==> src/down_timer_pkg.sv <==
// Constants, register map and state types for the down-counting timer with PWM and buzzer.
// Assumes an 8-bit register port and a single system clock.
package down_timer_pkg;
	// Register indices on the plain register port
	localparam logic [3:0] ADDR_CTRL_ONE = 4'h0;
	localparam logic [3:0] ADDR_CTRL_TWO = 4'h1;
	localparam logic [3:0] ADDR_HIGH_BITS = 4'h2;
	localparam logic [3:0] ADDR_RELOAD_LOW = 4'h3;
	localparam logic [3:0] ADDR_DUTY_LOW = 4'h4;
	localparam logic [3:0] ADDR_PRESCALE_RB = 4'h5;
	localparam logic [3:0] ADDR_BUZZ_CTRL = 4'h6;
	localparam logic [3:0] ADDR_IRQ_FLAG = 4'h7;
	localparam logic [3:0] ADDR_IRQ_ENABLE = 4'h8;
	// Field positions
	localparam int CTRL1_ENABLE = 0;
	localparam int CTRL1_RELOAD = 1;
	localparam int CTRL1_ONE_SHOT = 2;
	localparam int CTRL1_FAST_RC = 3;
	localparam int CTRL1_ACT_LOW = 6;
	localparam int CTRL1_PWM_OE = 7;
	localparam int CTRL2_SRC_SEL = 5;
	localparam int CTRL2_EDGE_SEL = 4;
	localparam int CTRL2_PS_EN_N = 3;
	localparam int HIGH_RELOAD_LSB = 4;
	localparam int HIGH_DUTY_LSB = 0;
	localparam int FLAG_UNDERFLOW = 3;
	localparam int IE_UNDERFLOW = 3;
	localparam int IE_GLOBAL = 7;
	localparam int BUZZ_EN = 7;
	localparam int BUZZ_SRC = 3;
	// Values after reset
	localparam logic [7:0] CTRL_ONE_RST = 8'h00;
	localparam logic [7:0] CTRL_TWO_RST = 8'h08;
	localparam logic [9:0] COUNT_RST = 10'h3ff;
	localparam logic [9:0] COUNT_ALL_ONES = 10'h3ff;
	localparam logic [9:0] DUTY_RST = 10'h000;

	typedef enum logic [1:0] {
		TMR_IDLE = 2'b00,
		TMR_RUN = 2'b01,
		TMR_DONE = 2'b10
	} tmr_state_t;

	// Register-port request bundle
	typedef struct packed {
		logic [3:0] addr;
		logic [7:0] wdata;
		logic wr;
		logic rd;
	} reg_req_t;

	// Shared pin bundle
	typedef struct packed {
		logic out;
		logic oe;
	} pin_drive_t;

	// Whole block state
	typedef struct packed {
		tmr_state_t st;
		logic [7:0] ctrl_one;
		logic [7:0] ctrl_two;
		logic [1:0] reload_hi;
		logic [1:0] duty_hi;
		logic [9:0] reload_buf;
		logic [9:0] duty_buf;
		logic [9:0] duty_act;
		logic [9:0] count;
		logic [7:0] prescale;
		logic [7:0] buzz_ctrl;
		logic [7:0] buzz_cnt;
		logic buzz_wave;
		logic flag;
		logic irq_en;
		logic global_irq_enable;
		logic ext_q;
		logic hrc_q;
		logic [7:0] rdata;
		logic pin_out;
		logic pin_oe;
	} tmr_state_s_t;
endpackage : down_timer_pkg

==> src/down_timer_pwm_buzzer.sv <==
// Ten-bit down timer with prescaler, buffered PWM and buzzer on one shared pin.
// Assumes all inputs are synchronous to sys_clk and the master never issues read and write together.
//
// Overview of operation
// - Counter is ten bits and steps down once per prescaled tick.
// - High reload bits go first; running timer takes new reload at underflow.
// - Low reload write with timer disabled loads the counter at once.
// - Reading the timer location returns the live count.
// - Counting happens only while enable bit is set; otherwise count holds.
// - Fast RC select wins; else source select picks pin or instruction clock.
// - Edge select set means falling pin edges count; clear means rising.
// - Prescaler active when its low enable is 0; ratio 1:2 to 1:256.
// - Prescaler count is readable through its own readback register.
// - One-shot mode counts down once, underflows once, then stops.
// - Continuous mode restarts from reload value or from all ones.
// - Underflow sets flag; request raised only with both enables set.
// - Flag stays set until software writes zero to it.
// - PWM enable makes the shared pin an output by itself.
// - Polarity bit set gives active-low PWM, clear gives active-high.
// - Duty zero never active; full duty active 1023 input clocks.
// - High duty bits go first; new duty takes effect at underflow.
// - Buzzer enable routes buzzer to the pin and makes it an output.
// - Buzzer source is prescaler or timer output, ratio 1:2 to 1:256.
// - With both enabled, the pin carries PWM and buzzer yields.
`timescale 1ns/1ns
module down_timer_pwm_buzzer
	import down_timer_pkg::*;
#(
	parameter int COUNT_W = 10,
	parameter int PRESCALE_W = 8
) (
	// Clock, reset, enable
	input wire logic sys_clk,
	input wire logic srst,
	input wire logic ce,
	// Register port
	input wire logic [3:0] reg_addr,
	input wire logic [7:0] reg_wdata,
	input wire logic reg_wr,
	input wire logic reg_rd,
	output logic [7:0] reg_rdata,
	// Count sources
	input wire logic instr_tick,
	input wire logic external_count_pin,
	input wire logic internal_fast_oscillator,
	// Shared PWM / buzzer pin and interrupt request
	output logic pin_out,
	output logic pin_oe,
	output logic irq_req
);
	// The datapath is hard-wired around these widths
	if (COUNT_W != 10 || PRESCALE_W != 8) begin : g_width_check
		$error("down_timer_pwm_buzzer supports only COUNT_W=10 and PRESCALE_W=8");
	end

	tmr_state_s_t s_q;
	tmr_state_s_t s_d;
	reg_req_t req;
	pin_drive_t pin;
	logic src_tick;
	logic ps_tick;
	logic tick;
	logic underflow;
	logic buzz_src;
	logic pwm_active;
	logic pwm_level;

	assign req = '{addr: reg_addr, wdata: reg_wdata, wr: reg_wr, rd: reg_rd};

	// True when the low (sel+1) bits of the count are all ones: end of a 2^(sel+1) period
	function automatic logic ratio_hit(input logic [7:0] cnt, input logic [2:0] sel);
		logic [8:0] wide;
		logic [7:0] mask;
		wide = (9'h002 << sel) - 9'h001;
		mask = wide[7:0];
		return (cnt & mask) == mask;
	endfunction : ratio_hit

	// Source selection and edge detection
	always_comb begin
		if (s_q.ctrl_one[CTRL1_FAST_RC]) begin
			src_tick = internal_fast_oscillator & ~s_q.hrc_q;
		end else if (s_q.ctrl_two[CTRL2_SRC_SEL]) begin
			if (s_q.ctrl_two[CTRL2_EDGE_SEL]) begin
				src_tick = ~external_count_pin & s_q.ext_q;
			end else begin
				src_tick = external_count_pin & ~s_q.ext_q;
			end
		end else begin
			src_tick = instr_tick;
		end
	end

	// Prescaler output; bypassed while its low-active enable is high
	assign ps_tick = src_tick & ratio_hit(s_q.prescale, s_q.ctrl_two[2:0]);
	assign tick = s_q.ctrl_two[CTRL2_PS_EN_N] ? src_tick : ps_tick;
	// Enable gates underflow so a stop in the same cycle never half-reloads
	assign underflow = (s_q.st == TMR_RUN) && s_q.ctrl_one[CTRL1_ENABLE] && tick
		&& (s_q.count == 10'h000);
	// Buzzer takes the timer underflow or the prescaler output (source itself when bypassed)
	assign buzz_src = s_q.buzz_ctrl[BUZZ_SRC] ? underflow : tick;
	// Active while the count sits below the duty: duty clocks per frame
	assign pwm_active = s_q.count < s_q.duty_act;
	assign pwm_level = pwm_active ^ s_q.ctrl_one[CTRL1_ACT_LOW];

	// Pin arbitration: PWM beats buzzer when both are enabled
	always_comb begin
		if (s_q.ctrl_one[CTRL1_PWM_OE]) begin
			pin.out = pwm_level;
		end else begin
			pin.out = s_q.buzz_wave;
		end
		pin.oe = s_q.ctrl_one[CTRL1_PWM_OE] | s_q.buzz_ctrl[BUZZ_EN];
	end

	// Next-state logic for the whole block
	always_comb begin
		s_d = s_q;
		s_d.ext_q = external_count_pin;
		s_d.hrc_q = internal_fast_oscillator;
		s_d.pin_out = pin.out;
		s_d.pin_oe = pin.oe;
		s_d.rdata = 8'h00;

		// Prescaler runs whenever the selected source ticks and its low-active enable is 0
		if (src_tick && !s_q.ctrl_two[CTRL2_PS_EN_N]) begin
			s_d.prescale = s_q.prescale + 8'h01;
		end

		// Timer sequencing
		case (s_q.st)
			TMR_IDLE: begin
				if (s_q.ctrl_one[CTRL1_ENABLE]) begin
					s_d.st = TMR_RUN;
				end
			end
			TMR_RUN: begin
				if (!s_q.ctrl_one[CTRL1_ENABLE]) begin
					s_d.st = TMR_IDLE;
				end else if (underflow) begin
					s_d.duty_act = s_q.duty_buf;
					if (s_q.ctrl_one[CTRL1_ONE_SHOT]) begin
						s_d.count = s_q.reload_buf;
						s_d.st = TMR_DONE;
					end else if (s_q.ctrl_one[CTRL1_RELOAD]) begin
						s_d.count = s_q.reload_buf;
					end else begin
						s_d.count = COUNT_ALL_ONES;
					end
				end else if (tick) begin
					s_d.count = s_q.count - 10'h001;
				end
			end
			TMR_DONE: begin
				if (!s_q.ctrl_one[CTRL1_ENABLE]) begin
					s_d.st = TMR_IDLE;
				end
			end
			default: begin
				s_d.st = TMR_IDLE;
			end
		endcase

		// Buzzer divider: one toggle per completed period
		if (buzz_src) begin
			if (ratio_hit(s_q.buzz_cnt, s_q.buzz_ctrl[2:0])) begin
				s_d.buzz_cnt = 8'h00;
				s_d.buzz_wave = ~s_q.buzz_wave;
			end else begin
				s_d.buzz_cnt = s_q.buzz_cnt + 8'h01;
			end
		end

		// Register writes
		if (req.wr) begin
			case (req.addr)
				ADDR_CTRL_ONE: begin
					s_d.ctrl_one = req.wdata & 8'hcf;
					// Rewriting the control register re-arms a finished one-shot
					if (s_q.st == TMR_DONE) begin
						s_d.st = TMR_IDLE;
					end
				end
				ADDR_CTRL_TWO: begin
					s_d.ctrl_two = req.wdata & 8'h3f;
					s_d.prescale = 8'h00;
				end
				ADDR_HIGH_BITS: begin
					s_d.reload_hi = req.wdata[HIGH_RELOAD_LSB +: 2];
					s_d.duty_hi = req.wdata[HIGH_DUTY_LSB +: 2];
				end
				ADDR_RELOAD_LOW: begin
					s_d.reload_buf = {s_q.reload_hi, req.wdata};
					if (!s_q.ctrl_one[CTRL1_ENABLE]) begin
						s_d.count = {s_q.reload_hi, req.wdata};
					end
				end
				ADDR_DUTY_LOW: begin
					s_d.duty_buf = {s_q.duty_hi, req.wdata};
				end
				ADDR_BUZZ_CTRL: begin
					s_d.buzz_ctrl = req.wdata & 8'h8f;
					s_d.buzz_cnt = 8'h00; // New ratio starts a clean period
				end
				ADDR_IRQ_FLAG: begin
					// Only a written zero clears; set below still wins
					if (!req.wdata[FLAG_UNDERFLOW]) begin
						s_d.flag = 1'b0;
					end
				end
				ADDR_IRQ_ENABLE: begin
					s_d.irq_en = req.wdata[IE_UNDERFLOW];
					s_d.global_irq_enable = req.wdata[IE_GLOBAL];
				end
				default: begin
				end
			endcase
		end

		// Underflow sets the flag after any clear in the same cycle
		if (underflow) begin
			s_d.flag = 1'b1;
		end

		// Register reads; unmapped indices read zero
		if (req.rd) begin
			case (req.addr)
				ADDR_CTRL_ONE: s_d.rdata = s_q.ctrl_one;
				ADDR_CTRL_TWO: s_d.rdata = s_q.ctrl_two;
				ADDR_HIGH_BITS: s_d.rdata = {2'b00, s_q.count[9:8], 2'b00, s_q.duty_hi};
				ADDR_RELOAD_LOW: s_d.rdata = s_q.count[7:0];
				ADDR_DUTY_LOW: s_d.rdata = s_q.duty_buf[7:0];
				ADDR_PRESCALE_RB: s_d.rdata = s_q.prescale;
				ADDR_BUZZ_CTRL: s_d.rdata = s_q.buzz_ctrl;
				ADDR_IRQ_FLAG: s_d.rdata = {4'h0, s_q.flag, 3'b000};
				ADDR_IRQ_ENABLE: s_d.rdata = {s_q.global_irq_enable, 3'b000, s_q.irq_en, 3'b000};
				default: s_d.rdata = 8'h00;
			endcase
		end
	end

	// State register; clock enable freezes everything
	always_ff @(posedge sys_clk) begin
		if (srst) begin
			s_q <= '{st: TMR_IDLE, ctrl_one: CTRL_ONE_RST, ctrl_two: CTRL_TWO_RST,
				reload_hi: 2'b00, duty_hi: 2'b00, reload_buf: COUNT_RST,
				duty_buf: DUTY_RST, duty_act: DUTY_RST, count: COUNT_RST,
				prescale: 8'h00, buzz_ctrl: 8'h00, buzz_cnt: 8'h00, buzz_wave: 1'b0,
				flag: 1'b0, irq_en: 1'b0, global_irq_enable: 1'b0, ext_q: 1'b0, hrc_q: 1'b0,
				rdata: 8'h00, pin_out: 1'b0, pin_oe: 1'b0};
		end else if (ce) begin
			s_q <= s_d;
		end
	end

	// Outputs
	assign reg_rdata = s_q.rdata;
	assign pin_out = s_q.pin_out;
	assign pin_oe = s_q.pin_oe;
	// Request is gated by both enables; handshake-class, so combinational from flops
	assign irq_req = s_q.flag & s_q.irq_en & s_q.global_irq_enable;
endmodule : down_timer_pwm_buzzer

==> config.mk <==
export PLATFORM = sky130hd
export DESIGN_NAME = down_timer_pwm_buzzer
export DESIGN_NICKNAME = d
export VERILOG_FILES = /design/src/down_timer_pkg.sv /design/src/down_timer_pwm_buzzer.sv
export SDC_FILE = /design/constraint.sdc
export NUM_CORES = 1
export LEC_CHECK = 0
export BUFFER_PORTS_ARGS = -buffer_cell sky130_fd_sc_hd__buf_2
export CORE_ASPECT_RATIO = 0.7
export CORE_UTILIZATION = 45
export DETAILED_ROUTE_END_ITERATION = 8
export GPL_TIMING_DRIVEN = 0
export PLACE_DENSITY = 0.73
export SYNTH_ARGS = -nofsm -noshare
export SYNTH_HDL_FRONTEND = slang
export SYNTH_SLANG_ARGS = --single-unit
export TNS_END_PERCENT = 1
==> constraint.sdc <==
create_clock -name sys_clk -period 2.2 [get_ports sys_clk]
set_input_delay 0.11 -clock sys_clk [delete_from_list [all_inputs] [get_ports sys_clk]]
set_output_delay 0.11 -clock sys_clk [all_outputs]
set_load 0.01 [all_outputs]
# ---- Word-level counts from Yosys, hierarchy flattened
# Cells that the tools add are included.
dict set report word_totals {
  inputBits 20
  regBits 95
  word_cells 117
  output_inout_bits 11
}
dict set report op_classes {
  eq_ne 13
  magnitude_cmp 1
  reduce_logical 20
  n_shift 2
  add_sub_neg 5
  bitwise 14
  mux 41
}
# cell n
set ops {}
lappend ops {{10-bit two-way mux} 11}
lappend ops {{8-bit one-hot mux with 9 select lines} 1}
lappend ops {{42-bit two-way mux} 1}
lappend ops {{34-bit two-way mux} 1}
lappend ops {{8-bit two-way mux} 4}
lappend ops {{3-bit AND reduction} 8}
lappend ops {{8-bit by 1-bit adder with 8-bit output (second input constant)} 2}
lappend ops {{8-bit AND} 2}
lappend ops {{4-bit by 3-bit == test with 1-bit output (second input constant)} 4}
lappend ops {{8-bit == test} 2}
lappend ops {{16-bit two-way mux} 1}
lappend ops {{2-bit by 3-bit left shift with 8-bit output (first input constant)} 2}
lappend ops {{8-bit by 1-bit subtractor with 8-bit output (second input constant)} 2}
lappend ops {{2-bit two-way mux} 7}
lappend ops {{10-bit zero test} 1}
lappend ops {{10-bit less-than comparator} 1}
lappend ops {{1-bit two-way mux} 10}
lappend ops {{10-bit by 1-bit subtractor with 10-bit output (second input constant)} 1}
lappend ops {{9-bit two-way mux} 1}
lappend ops {{4-bit by 2-bit == test with 1-bit output (second input constant)} 2}
lappend ops {{4-bit AND reduction} 2}
lappend ops {{1-bit AND} 6}
lappend ops {{6-bit two-way mux} 1}
lappend ops {{2-bit one-hot mux with 3 select lines} 1}
lappend ops {{15 further kinds} 22}

# ---- Logic depth before layout (Yosys ltp)
# Gate-level depths: netlist of run 1.
dict set report depth {
  ltp_word 15
  mapped_depth 10
  mapped_depth_nobuf 9
}

# ---- Worst setup path before layout of run 1
# Ideal clock, no wire load.
dict set report synth_path {
  kind {reg-to-reg}
  startpoint {reg s_q[26] (netlist bit)}
  endpoint {reg s_q[15] (netlist bit)}
  path_buffers 1
  setup_time_ns 0.070
  setup_slack_ns -0.090
  arrival_time_ns 2.220
  path_stages_with_launch 10
  required_time_ns 2.130
  cell_sequence {dfxtp_1 > buf_2 > or3_1 > ha_1 > xnor2_1 > and3_1 > a21oi_1 > o221ai_2 > or4_1 > a21oi_1}
}
dict set report synth_via {
  elab_chain_len 5
}
# element line
set synth_lines {}
lappend synth_lines {{start: declaration} down_timer_pwm_buzzer.sv:56} ;# tmr_state_s_t s_q;
lappend synth_lines {{start signal: assignment} down_timer_pwm_buzzer.sv:245} ;# s_q <= '{st: TMR_IDLE, ctrl_one: CTRL_ONE_RST, ctrl_two: CTRL_TWO_RST,
lappend synth_lines {{2-bit by 3-bit left shift with 8-bit output *} down_timer_pwm_buzzer.sv:74} ;# wide = (9'h002 << sel) - 9'h001;
lappend synth_lines {{8-bit by 1-bit subtractor with 8-bit output *} down_timer_pwm_buzzer.sv:74}
lappend synth_lines {{8-bit AND} down_timer_pwm_buzzer.sv:76} ;# return (cnt & mask) == mask;
lappend synth_lines {{8-bit == test *} down_timer_pwm_buzzer.sv:76}
lappend synth_lines {{3-bit AND reduction (no line) *} --}
# Mark *: on every way between the ends. The rest lies on a longest branch, timed or not.
# A chain may end at the register's enable or synchronous reset.

# ---- Final worst setup path of run 1
dict set report layout_path {
  startpoint {reg s_q[46] (netlist bit)}
  endpoint {reg s_q[46] (netlist bit)}
}
dict set report layout_via {
  elab_chain_len 8
  elab_cells_between_ends 10
}
# element line
set layout_lines {}
lappend layout_lines {{10-bit by 1-bit subtractor with 10-bit output / 10-bit zero test (equally long branches)} {down_timer_pwm_buzzer.sv:151, down_timer_pwm_buzzer.sv:99}}
lappend layout_lines {{10-bit two-way mux / 1-bit logical AND (equally long branches)} {down_timer_pwm_buzzer.sv:150, down_timer_pwm_buzzer.sv:99}}
lappend layout_lines {{10-bit two-way mux} down_timer_pwm_buzzer.sv:140} ;# end else if (underflow) begin
lappend layout_lines {{10-bit two-way mux} down_timer_pwm_buzzer.sv:138} ;# if (!s_q.ctrl_one[CTRL1_ENABLE]) begin
lappend layout_lines {{10-bit two-way mux *} down_timer_pwm_buzzer.sv:131} ;# case (s_q.st)
lappend layout_lines {{10-bit two-way mux} down_timer_pwm_buzzer.sv:194} ;# if (!s_q.ctrl_one[CTRL1_ENABLE]) begin
lappend layout_lines {{10-bit two-way mux} down_timer_pwm_buzzer.sv:176} ;# case (req.addr)
lappend layout_lines {{34-bit two-way mux *} down_timer_pwm_buzzer.sv:175} ;# if (req.wr) begin
# Marks and branches as above.

==> metrics.md, run 1 <==
| Metric | Value |
|---|---|
| Outcome | `finished, violations left` |
| Failing checks | `setup timing` |
| Fin util | `0.556` |
| CTS Root Cell | `clkbuf_16` |
| Leak | `0.00223 uW` |
| Die area | `12400 um2` |
| FF+latch count, synth | `95` |
| Number of synthesized flops with an enable pin | `0` |
| Synth Net Count | `709` |
| Min cycle time layout | `2.23 ns` |
| Core Box Area | `11300 um2` |
| Fraction of layout cells with a size suffix above 1 | `0.161` |
| Cell Area, Placed | `5680 um2` |
| Worst hold slack | `0.0323 ns` |
| Die H | `93.3 um` |
| Synth async-reset ratio | `0` |
| DP HPWL | `13.6 mm` |
| Pwr Density | `612 nW/um2` |
| Final setup vio count | `4` |
| Dpl cells | `853` |
| Delay-heaviest family, CP | `simple AND/OR/NAND/NOR gates` |
| Final net count | `754` |
| Hold Crit Class | `input pin to flip-flop` |
| CTS tree | `yes` |
| Final WL | `18.6 mm` |
| Setup CP Type | `flip-flop to flip-flop` |
| Max cap viols | `0` |
| Final Non-Filler Cells | `878` |
| Peak supply drop | `385 uV` |
| Iteration-0 DRC count of the detailed router | `744` |
| Final Cycle Share | `1.01` |
| Worst setup margin | `-0.0260 ns` |
| Critical Path RT | `2.45 ns` |
| Effective utilization at floorplan | `0.475` |
| Clock sinks | `95` |
| Relative slew slack | `0.254` |
| # diodes | `0` |
| Post-route cell area | `6280 um2` |
| Clock Latency Late Sink | `0.35 ns` |
| Drt drc | `0` |
| Vias per Instance | `6.37` |
| Number of buffers added on ports | `24` |
| Unrepaired setup endpoints after global routing | `true` |
| First-pass GRT wire length | `28.6 mm` |
| Core Rows | `32` |
| Least-Margin Pin Slew | `1.11 ns` |
| Slowest CP cell | `or4_4` |
| CP Cell Sequence | `nor4_4 -> nand2_2 -> or4_4 -> o21ai_2 -> o221ai_1 -> a21o_1` |
| Htree depth | `3` |
| Vias in the first global route | `5065` |
| Grt ovf | `0` |
| Mapped Area | `5360 um2` |
| Ys flop type | `dfxtp_1` |
| WP data arrival | `2.47 ns` |
| Routability-driven placement congestion ratio | `0.958` |
| Drt wl/cell | `21.2 um` |
| Gate Count Post-Synth | `676` |
| WP buf/inv | `0` |
| Post-route ant nets | `0` |
| Initial antenna violation count | `0` |
| Critical Path End Type | `flip-flop` |
| Unique masters post-synth | `74` |
| P&R area growth vs syn | `17.2%` |
| Crit path max fanout | `6` |
| Place WS | `-0.433 ns` |
| Critical Path Max Stage Delay | `0.59 ns` |
| Detailed-routing iteration count for the pre-antenna-repair pass | `6` |
| Seq/Total Area, Yosys | `0.355` |
| Largest net degree at the start of global routing | `16` |
| Clock Skew | `0.00400 ns` |
| CTS buffer count | `9` |
| Final hold vios | `0` |
| Nature of the critical path startpoint | `flip-flop` |
| Vias after detailed routing | `5590` |
| Synth warn | `0` |
| Avg Inst Size Synth | `7.93 um2` |
| Max-slew violations | `0` |
| Die width | `132 um` |
| Gr usage total | `0.306` |
| Clk pin slew, worst setup/hold paths | `0.06 ns` |
| Max Buffers Root-to-Sink | `2` |
| IO Pins | `31` |
| Max Fclk | `449 MHz` |
==> registers in the layout, summed over array words and instances, names as in the netlist <==
signal     count
pin_oe         1
pin_out        1
reg_rdata      8
s_q           85
==> worst paths after layout <==
kind | cells after the start | start | slack (ns) | to
worst max register to register | 6 | s_q[46] | -0.03 | s_q[46]
worst max-delay path | 6 | s_q[46] | -0.03 | s_q[46]
worst min-delay path | 3 | internal_fast_oscillator | 0.03 | s_q[10]
worst min register to register | 2 | reg_rdata[0] | 0.46 | reg_rdata[0]
==> cells by family (layout without fill, tap and decap cells) <==
group,after synthesis,count (layout),share of synthesized area
fa+ha+maj,13,13,0.0304
mux,34,34,0.0640
simple gates,270,270,0.256
xor+xnor,8,8,0.0131
compound gates,182,182,0.221
buf+inv,74,123,0.0605
flops,95,95,0.355
==> where the power goes <==
part	leakage (uW)	switching (uW)	total [uW]	internal (uW)
combinational	0.00130	236	332	95.3
sequential	0.000768	21.2	1750	1730
clock	0.000162	697	1760	1060
==> cells in the mapped netlist (3+ instances only) <==
| master | count | area [um2] |
|---|---|---|
| dfxtp_1 | 95 | 1900 |
| nand2_1 | 83 | 312 |
| a21oi_1 | 62 | 310 |
| nor2_1 | 57 | 214 |
| clkbuf_1 | 32 | 120 |
| mux2i_1 | 32 | 320 |
| nand3_1 | 32 | 160 |
| o21ai_0 | 27 | 135 |
| inv_1 | 21 | 78.8 |
| a22oi_1 | 13 | 97.6 |
| ha_1 | 13 | 163 |
| nand4_1 | 13 | 81.3 |
| and3_1 | 11 | 68.8 |
| nor3_1 | 11 | 55.1 |
| o21ai_1 | 11 | 55.1 |
| buf_4 | 8 | 60.1 |
| nor2b_1 | 8 | 50.1 |
| or3_1 | 8 | 50.1 |
| buf_2 | 7 | 35.0 |
| nand2b_1 | 6 | 37.5 |
| nor4_1 | 6 | 37.5 |
| a211oi_1 | 5 | 37.5 |
| a31oi_1 | 5 | 31.3 |
| a32oi_1 | 5 | 43.8 |
| o211ai_1 | 5 | 37.5 |
| o31ai_1 | 5 | 37.5 |
| xor2_1 | 5 | 43.8 |
| a21o_1 | 4 | 30.0 |
| buf_1 | 4 | 15.0 |
| nand3b_1 | 4 | 30.0 |
| o22ai_1 | 4 | 25.0 |
| o311ai_1 | 4 | 35.0 |
| or4_1 | 4 | 30.0 |
| a221o_1 | 3 | 30.0 |
| and3b_1 | 3 | 26.3 |
| nor3b_1 | 3 | 22.5 |
| o21a_1 | 3 | 22.5 |
| o221ai_1 | 3 | 26.3 |
| or2_2 | 3 | 18.8 |
| xnor2_1 | 3 | 26.3 |
==> timing repair <==
item                                    4_1_cts  5_1_grt
hold buffers                                  0        0
setup buffers                                 8        3
pin swaps                                     5        5
gates resized for setup                      28       19
endpoints found under the setup margin       32       29
==> cells in the final DEF (no fill, tap or decap), types with 5 or more instances in the layout <==
cell type / n
o211ai_1: 5
o21ai_0: 25
a21oi_1: 59
buf_4: 20
ha_1: 11
nand2b_1: 6
nand2_1: 82
clkbuf_16: 9
a31oi_1: 5
and3_1: 11
clkbuf_1: 30
buf_2: 29
mux2i_1: 32
nand3_1: 30
nor3_1: 11
o21ai_1: 13
nor2_1: 57
nor4_1: 5
dfxtp_2: 5
or3_1: 7
nor2b_1: 7
inv_1: 21
xor2_1: 5
a22oi_1: 13
dfxtp_1: 87
a211oi_1: 5
nand4_1: 13
==> area by class of cell <==
cell class | instances | area, um2
plain buffers | 51 | 244
clock inverters | 4 | 77.6
flip-flops and latches | 95 | 1920
inverters | 22 | 82.6
multi-input cells | 507 | 3310
clock buffers | 11 | 253
fillers | 1071 | 5010
repair buffers | 35 | 203
well taps | 153 | 191
==> worst min-delay path, cell delays in order <==
cell	delay, ns
buf_2	0.10
mux2i_1	0.06
nor2_1	0.07
==> per-stage QoR <==
step                TNS [ns]  power (uW)
floorplan                  0        1970
global placement       -7.63        2090
detailed placement     -7.84        2090
CTS                  -0.0139        3830
global route          -0.542        3930
finish               -0.0677        3840
==> per-layer routing <==
metal | part of all wire | track usage
met1 | 0.44 | 0.445
met2 | 0.40 | 0.424
met3 | 0.13 | 0.0797
met4 | 0.030 | 0.125
met5 | 0 | 0
Power figures use the tool's default switching activity.
==> run 2: changes to the inputs <==
--- a/config.mk
+++ b/config.mk
@@ -5,6 +5,7 @@
 export SDC_FILE = /design/constraint.sdc
 export NUM_CORES = 1
 export LEC_CHECK = 0
+export ABC_AREA = 1
 export BUFFER_PORTS_ARGS = -buffer_cell sky130_fd_sc_hd__buf_2
 export CORE_ASPECT_RATIO = 0.7
 export CORE_UTILIZATION = 45
==> constraint.sdc (replaced) <==
create_clock -name sys_clk -period 2.2 [get_ports sys_clk]
set_input_delay 0.11 -clock sys_clk [delete_from_list [all_inputs] [get_ports sys_clk]]
set_output_delay 0.11 -clock sys_clk [all_outputs]
set_load 0.1 [all_outputs]
==> metrics.md, run 2 <==
| Metric | Value |
|---|---|
| Htree depth | `3 (unchanged)` |
| Count leader, synth | `nand2_1` |
| Routability-driven placement congestion ratio | `0.969 (+1.2%)` |
| Worst hold slack | `0.0217 ns (-0.0106 ns)` |
| CTS buffer count | `9 (unchanged)` |
| Worst reg2reg path endpoint | `s_q[42]` |
| Post-route ant nets | `0 (unchanged)` |
| Gate Count Post-Synth | `743 (+9.9%)` |
| Postcts setup bufs | `0 (-8)` |
| Leak | `0.00237 uW (+6.4%)` |
| Iteration-0 DRC count of the detailed router | `584 (-22%)` |
| DP HPWL | `11.4 mm (-16%)` |
| Max-slew violations | `0 (unchanged)` |
| Leading cell types by total area after synthesis | `dfxtp_1 (37%), nand2_1 (11%), a21oi_1 (8.3%)` |
| Vias in the first global route | `4558 (-10%)` |
| Fraction of layout cells with a size suffix above 1 | `0.104 (-0.0572)` |
| Final Cycle Share | `0.968 (-0.0442)` |
| Effective utilization at floorplan | `0.464 (-0.0110)` |
| Nature of the critical path startpoint | `flip-flop` |
| Crit path max fanout | `7 (+1)` |
| HP Start | `external_count_pin` |
| Synth async-reset ratio | `0 (unchanged)` |
| Cell Area, Placed | `5440 um2 (-4.2%)` |
| Gr usage total | `0.271 (-0.0353)` |
| Largest area contributor in the netlist | `dfxtp_1` |
| Flop-to-flop setup slack | `0.07 ns (+0.10 ns)` |
| Mapped Area | `5100 um2 (-4.7%)` |
| Destination of the worst hold path | `s_q[11]` |
| First-pass GRT wire length | `24.2 mm (-15%)` |
| Largest net degree at the start of global routing | `16 (unchanged)` |
| Most frequent cells in the layout | `nand2_1 (154), inv_1 (98), dfxtp_1 (95)` |
| Critical Path End Type | `flip-flop` |
| Unique masters post-synth | `47 (-36%)` |
| Final net count | `815 (+8.1%)` |
| Worst flop-to-flop path startpoint | `s_q[40]` |
| Die H | `91.1 um (-2.3%)` |
| FF+latch count, synth | `95 (unchanged)` |
| Max cap viols | `0 (unchanged)` |
| CTS Root Cell | `clkbuf_16` |
| Final setup vio count | `0 (-4)` |
| Final hold vios | `0 (unchanged)` |
| Die width | `129 um (-2.4%)` |
| Critical Path RT | `2.49 ns (+0.04 ns)` |
| Number of synthesized flops with an enable pin | `0 (unchanged)` |
| Clock Skew | `0.00801 ns (+0.00401 ns)` |
| Drt wl/cell | `16.2 um (-23%)` |
| Core Box Area | `11000 um2 (-2.5%)` |
| Initial antenna violation count | `0 (unchanged)` |
| Worst Reg-to-Reg Cells | `10 (+4)` |
| Hold Crit Class | `input pin to flip-flop` |
| P&R area growth vs syn | `11.9%` |
| Share of the synthesized area in the top cell type | `0.373 (+0.0177)` |
| Top post-synthesis cells by count | `nand2_1 (154), inv_1 (100), dfxtp_1 (95), a21oi_1 (85), o21ai_0 (67)` |
| Vias after detailed routing | `5149 (-7.9%)` |
| Leading cell type in the layout, fill and taps excluded | `nand2_1` |
| WP data arrival | `2.42 ns (-0.05 ns)` |
| # diodes | `0 (unchanged)` |
| Number of buffers added on ports | `28 (+17%)` |
| Synth Net Count | `776 (+9.4%)` |
| Outcome | `finished, final reports clean` |
| Peak supply drop | `359 uV (-6.8%)` |
| Setup CP Type | `flip-flop to flip-flop` |
| Max Fclk | `470 MHz (+4.6%)` |
| Least-Margin Pin Slew | `0.716 ns (-0.393 ns)` |
| Clock sinks | `95 (unchanged)` |
| Setup TNS | `0 ns (+0.0677 ns)` |
| Unrepaired setup endpoints after global routing | `false` |
| Biggest register | `s_q` |
| Ys flop type | `dfxtp_1` |
| Hold Path Cell Cnt | `3 (unchanged)` |
| Pwr Density | `631 nW/um2 (+3.2%)` |
| Min cycle time layout | `2.13 ns (-0.0973 ns)` |
| Post-route cell area | `5710 um2 (-9.0%)` |
| Max Buffers Root-to-Sink | `2 (unchanged)` |
| Grt ovf | `0 (unchanged)` |
| Synth warn | `0 (unchanged)` |
| Largest register FFs | `85 (unchanged)` |
| Hold buffers post-CTS | `0 (unchanged)` |
| IO Pins | `31 (unchanged)` |
| Die area | `11800 um2 (-4.7%)` |
| Clock Latency Late Sink | `0.35 ns (about the same)` |
| Core Rows | `32 (unchanged)` |
| CTS tree | `yes` |
| Post-CTS Resized | `1 (-96%)` |
| Detailed-routing iteration count for the pre-antenna-repair pass | `6 (unchanged)` |
| Seq/Total Area, Yosys | `0.373 (+0.0177)` |
| Vias per Instance | `5.48 (-14%)` |
| Relative slew slack | `0.523 (+0.269)` |
| Drt drc | `0 (unchanged)` |
| Avg Inst Size Synth | `6.87 um2 (-13%)` |
| Final WL | `15.3 mm (-18%)` |
| Clk pin slew, worst setup/hold paths | `0.07 ns (about the same)` |
## run 2: cell count changes in the layout (fill, tap and decap cells not counted), sizes merged, moves of 19 or more
cell    delta
o21ai     +33
a21oi     +23
mux2i     -32
inv       +80
clkbuf    -19
nand2     +75
## run 2: how the worst max path moves through the flow
| stage | from | to | slack (ns) | cells after the start |
|---|---|---|---|---|
| 2_1_floorplan | s_q[40] | s_q[21] | 0.49 | 11 |
| 3_3_place_gp | s_q[40] | s_q[55] | 0.001 | 9 |
| 3_5_place_dp | s_q[40] | s_q[21] | 0.01 | 11 |
| 4_1_cts | s_q[40] | s_q[21] | 0.06 | 11 |
| 5_1_grt | s_q[40] | s_q[21] | 0.002 | 11 |
| 6_report | s_q[40] | s_q[42] | 0.07 | 10 |
## run 2: kinds of logic (layout without fill, tap and decap cells)
family / Yosys count / after routing / share of synthesized area
AO/OA/AOI/OAI: 200 / 200 / 0.220
XOR/XNOR: 8 / 8 / 0.0137
adder cells (fa/ha/maj): 13 / 13 / 0.0319
buffers and inverters: 134 / 178 / 0.111
flip-flops: 95 / 95 / 0.373
AND/OR/NAND/NOR: 293 / 293 / 0.250
## run 2: layout make-up
| type | instances | area (um2) |
|---|---|---|
| Buffer | 29 | 173 |
| Clock buffer | 10 | 229 |
| Clock inverter | 6 | 37.5 |
| Fill cell | 1137 | 5300 |
| Inverter | 105 | 395 |
| Multi-Input combinational cell | 514 | 2640 |
| Sequential cell | 95 | 1900 |
| Tap cell | 153 | 191 |
| Timing Repair Buffer | 28 | 140 |
## run 2: routing by layer
layer / GRT usage / up-vias / routed length [um]
met5: 0 / - / 0
met4: 0.0647 / 0 / 152
met3: 0.0760 / 22 / 1630
met2: 0.366 / 247 / 6000
met1: 0.413 / 2325 / 7480
li1: - / 2555 / -
## run 2: critical path, stage by stage, from the launching register on
cell and delay (ns):
dfxtp_1 0.36, inv_2 0.14, ha_1 0.24, nand2_1 0.13, nor2_2 0.25, nand4_4 0.24
inv_1 0.22, o21ai_0 0.22, nand3_1 0.16, nand2_1 0.06, nand2_1 0.06
## run 2: report_power, final
part	internal [uW]	total [uW]	switching, uW
clock	761	1450	686
sequential	1750	1790	36.4
combinational	109	373	264
## run 2: through the flow
step	utilization	std cells	setup WS, ns	total power (uW)
finish	0.519	940	0.0713	3610
global route	0.519	940	0.00155	3730
CTS	0.519	940	0.0620	3600
detailed placement	0.494	924	0.0105	2180
global placement	0.494	924	0.00137	2180
floorplan	-	743	0.487	2060
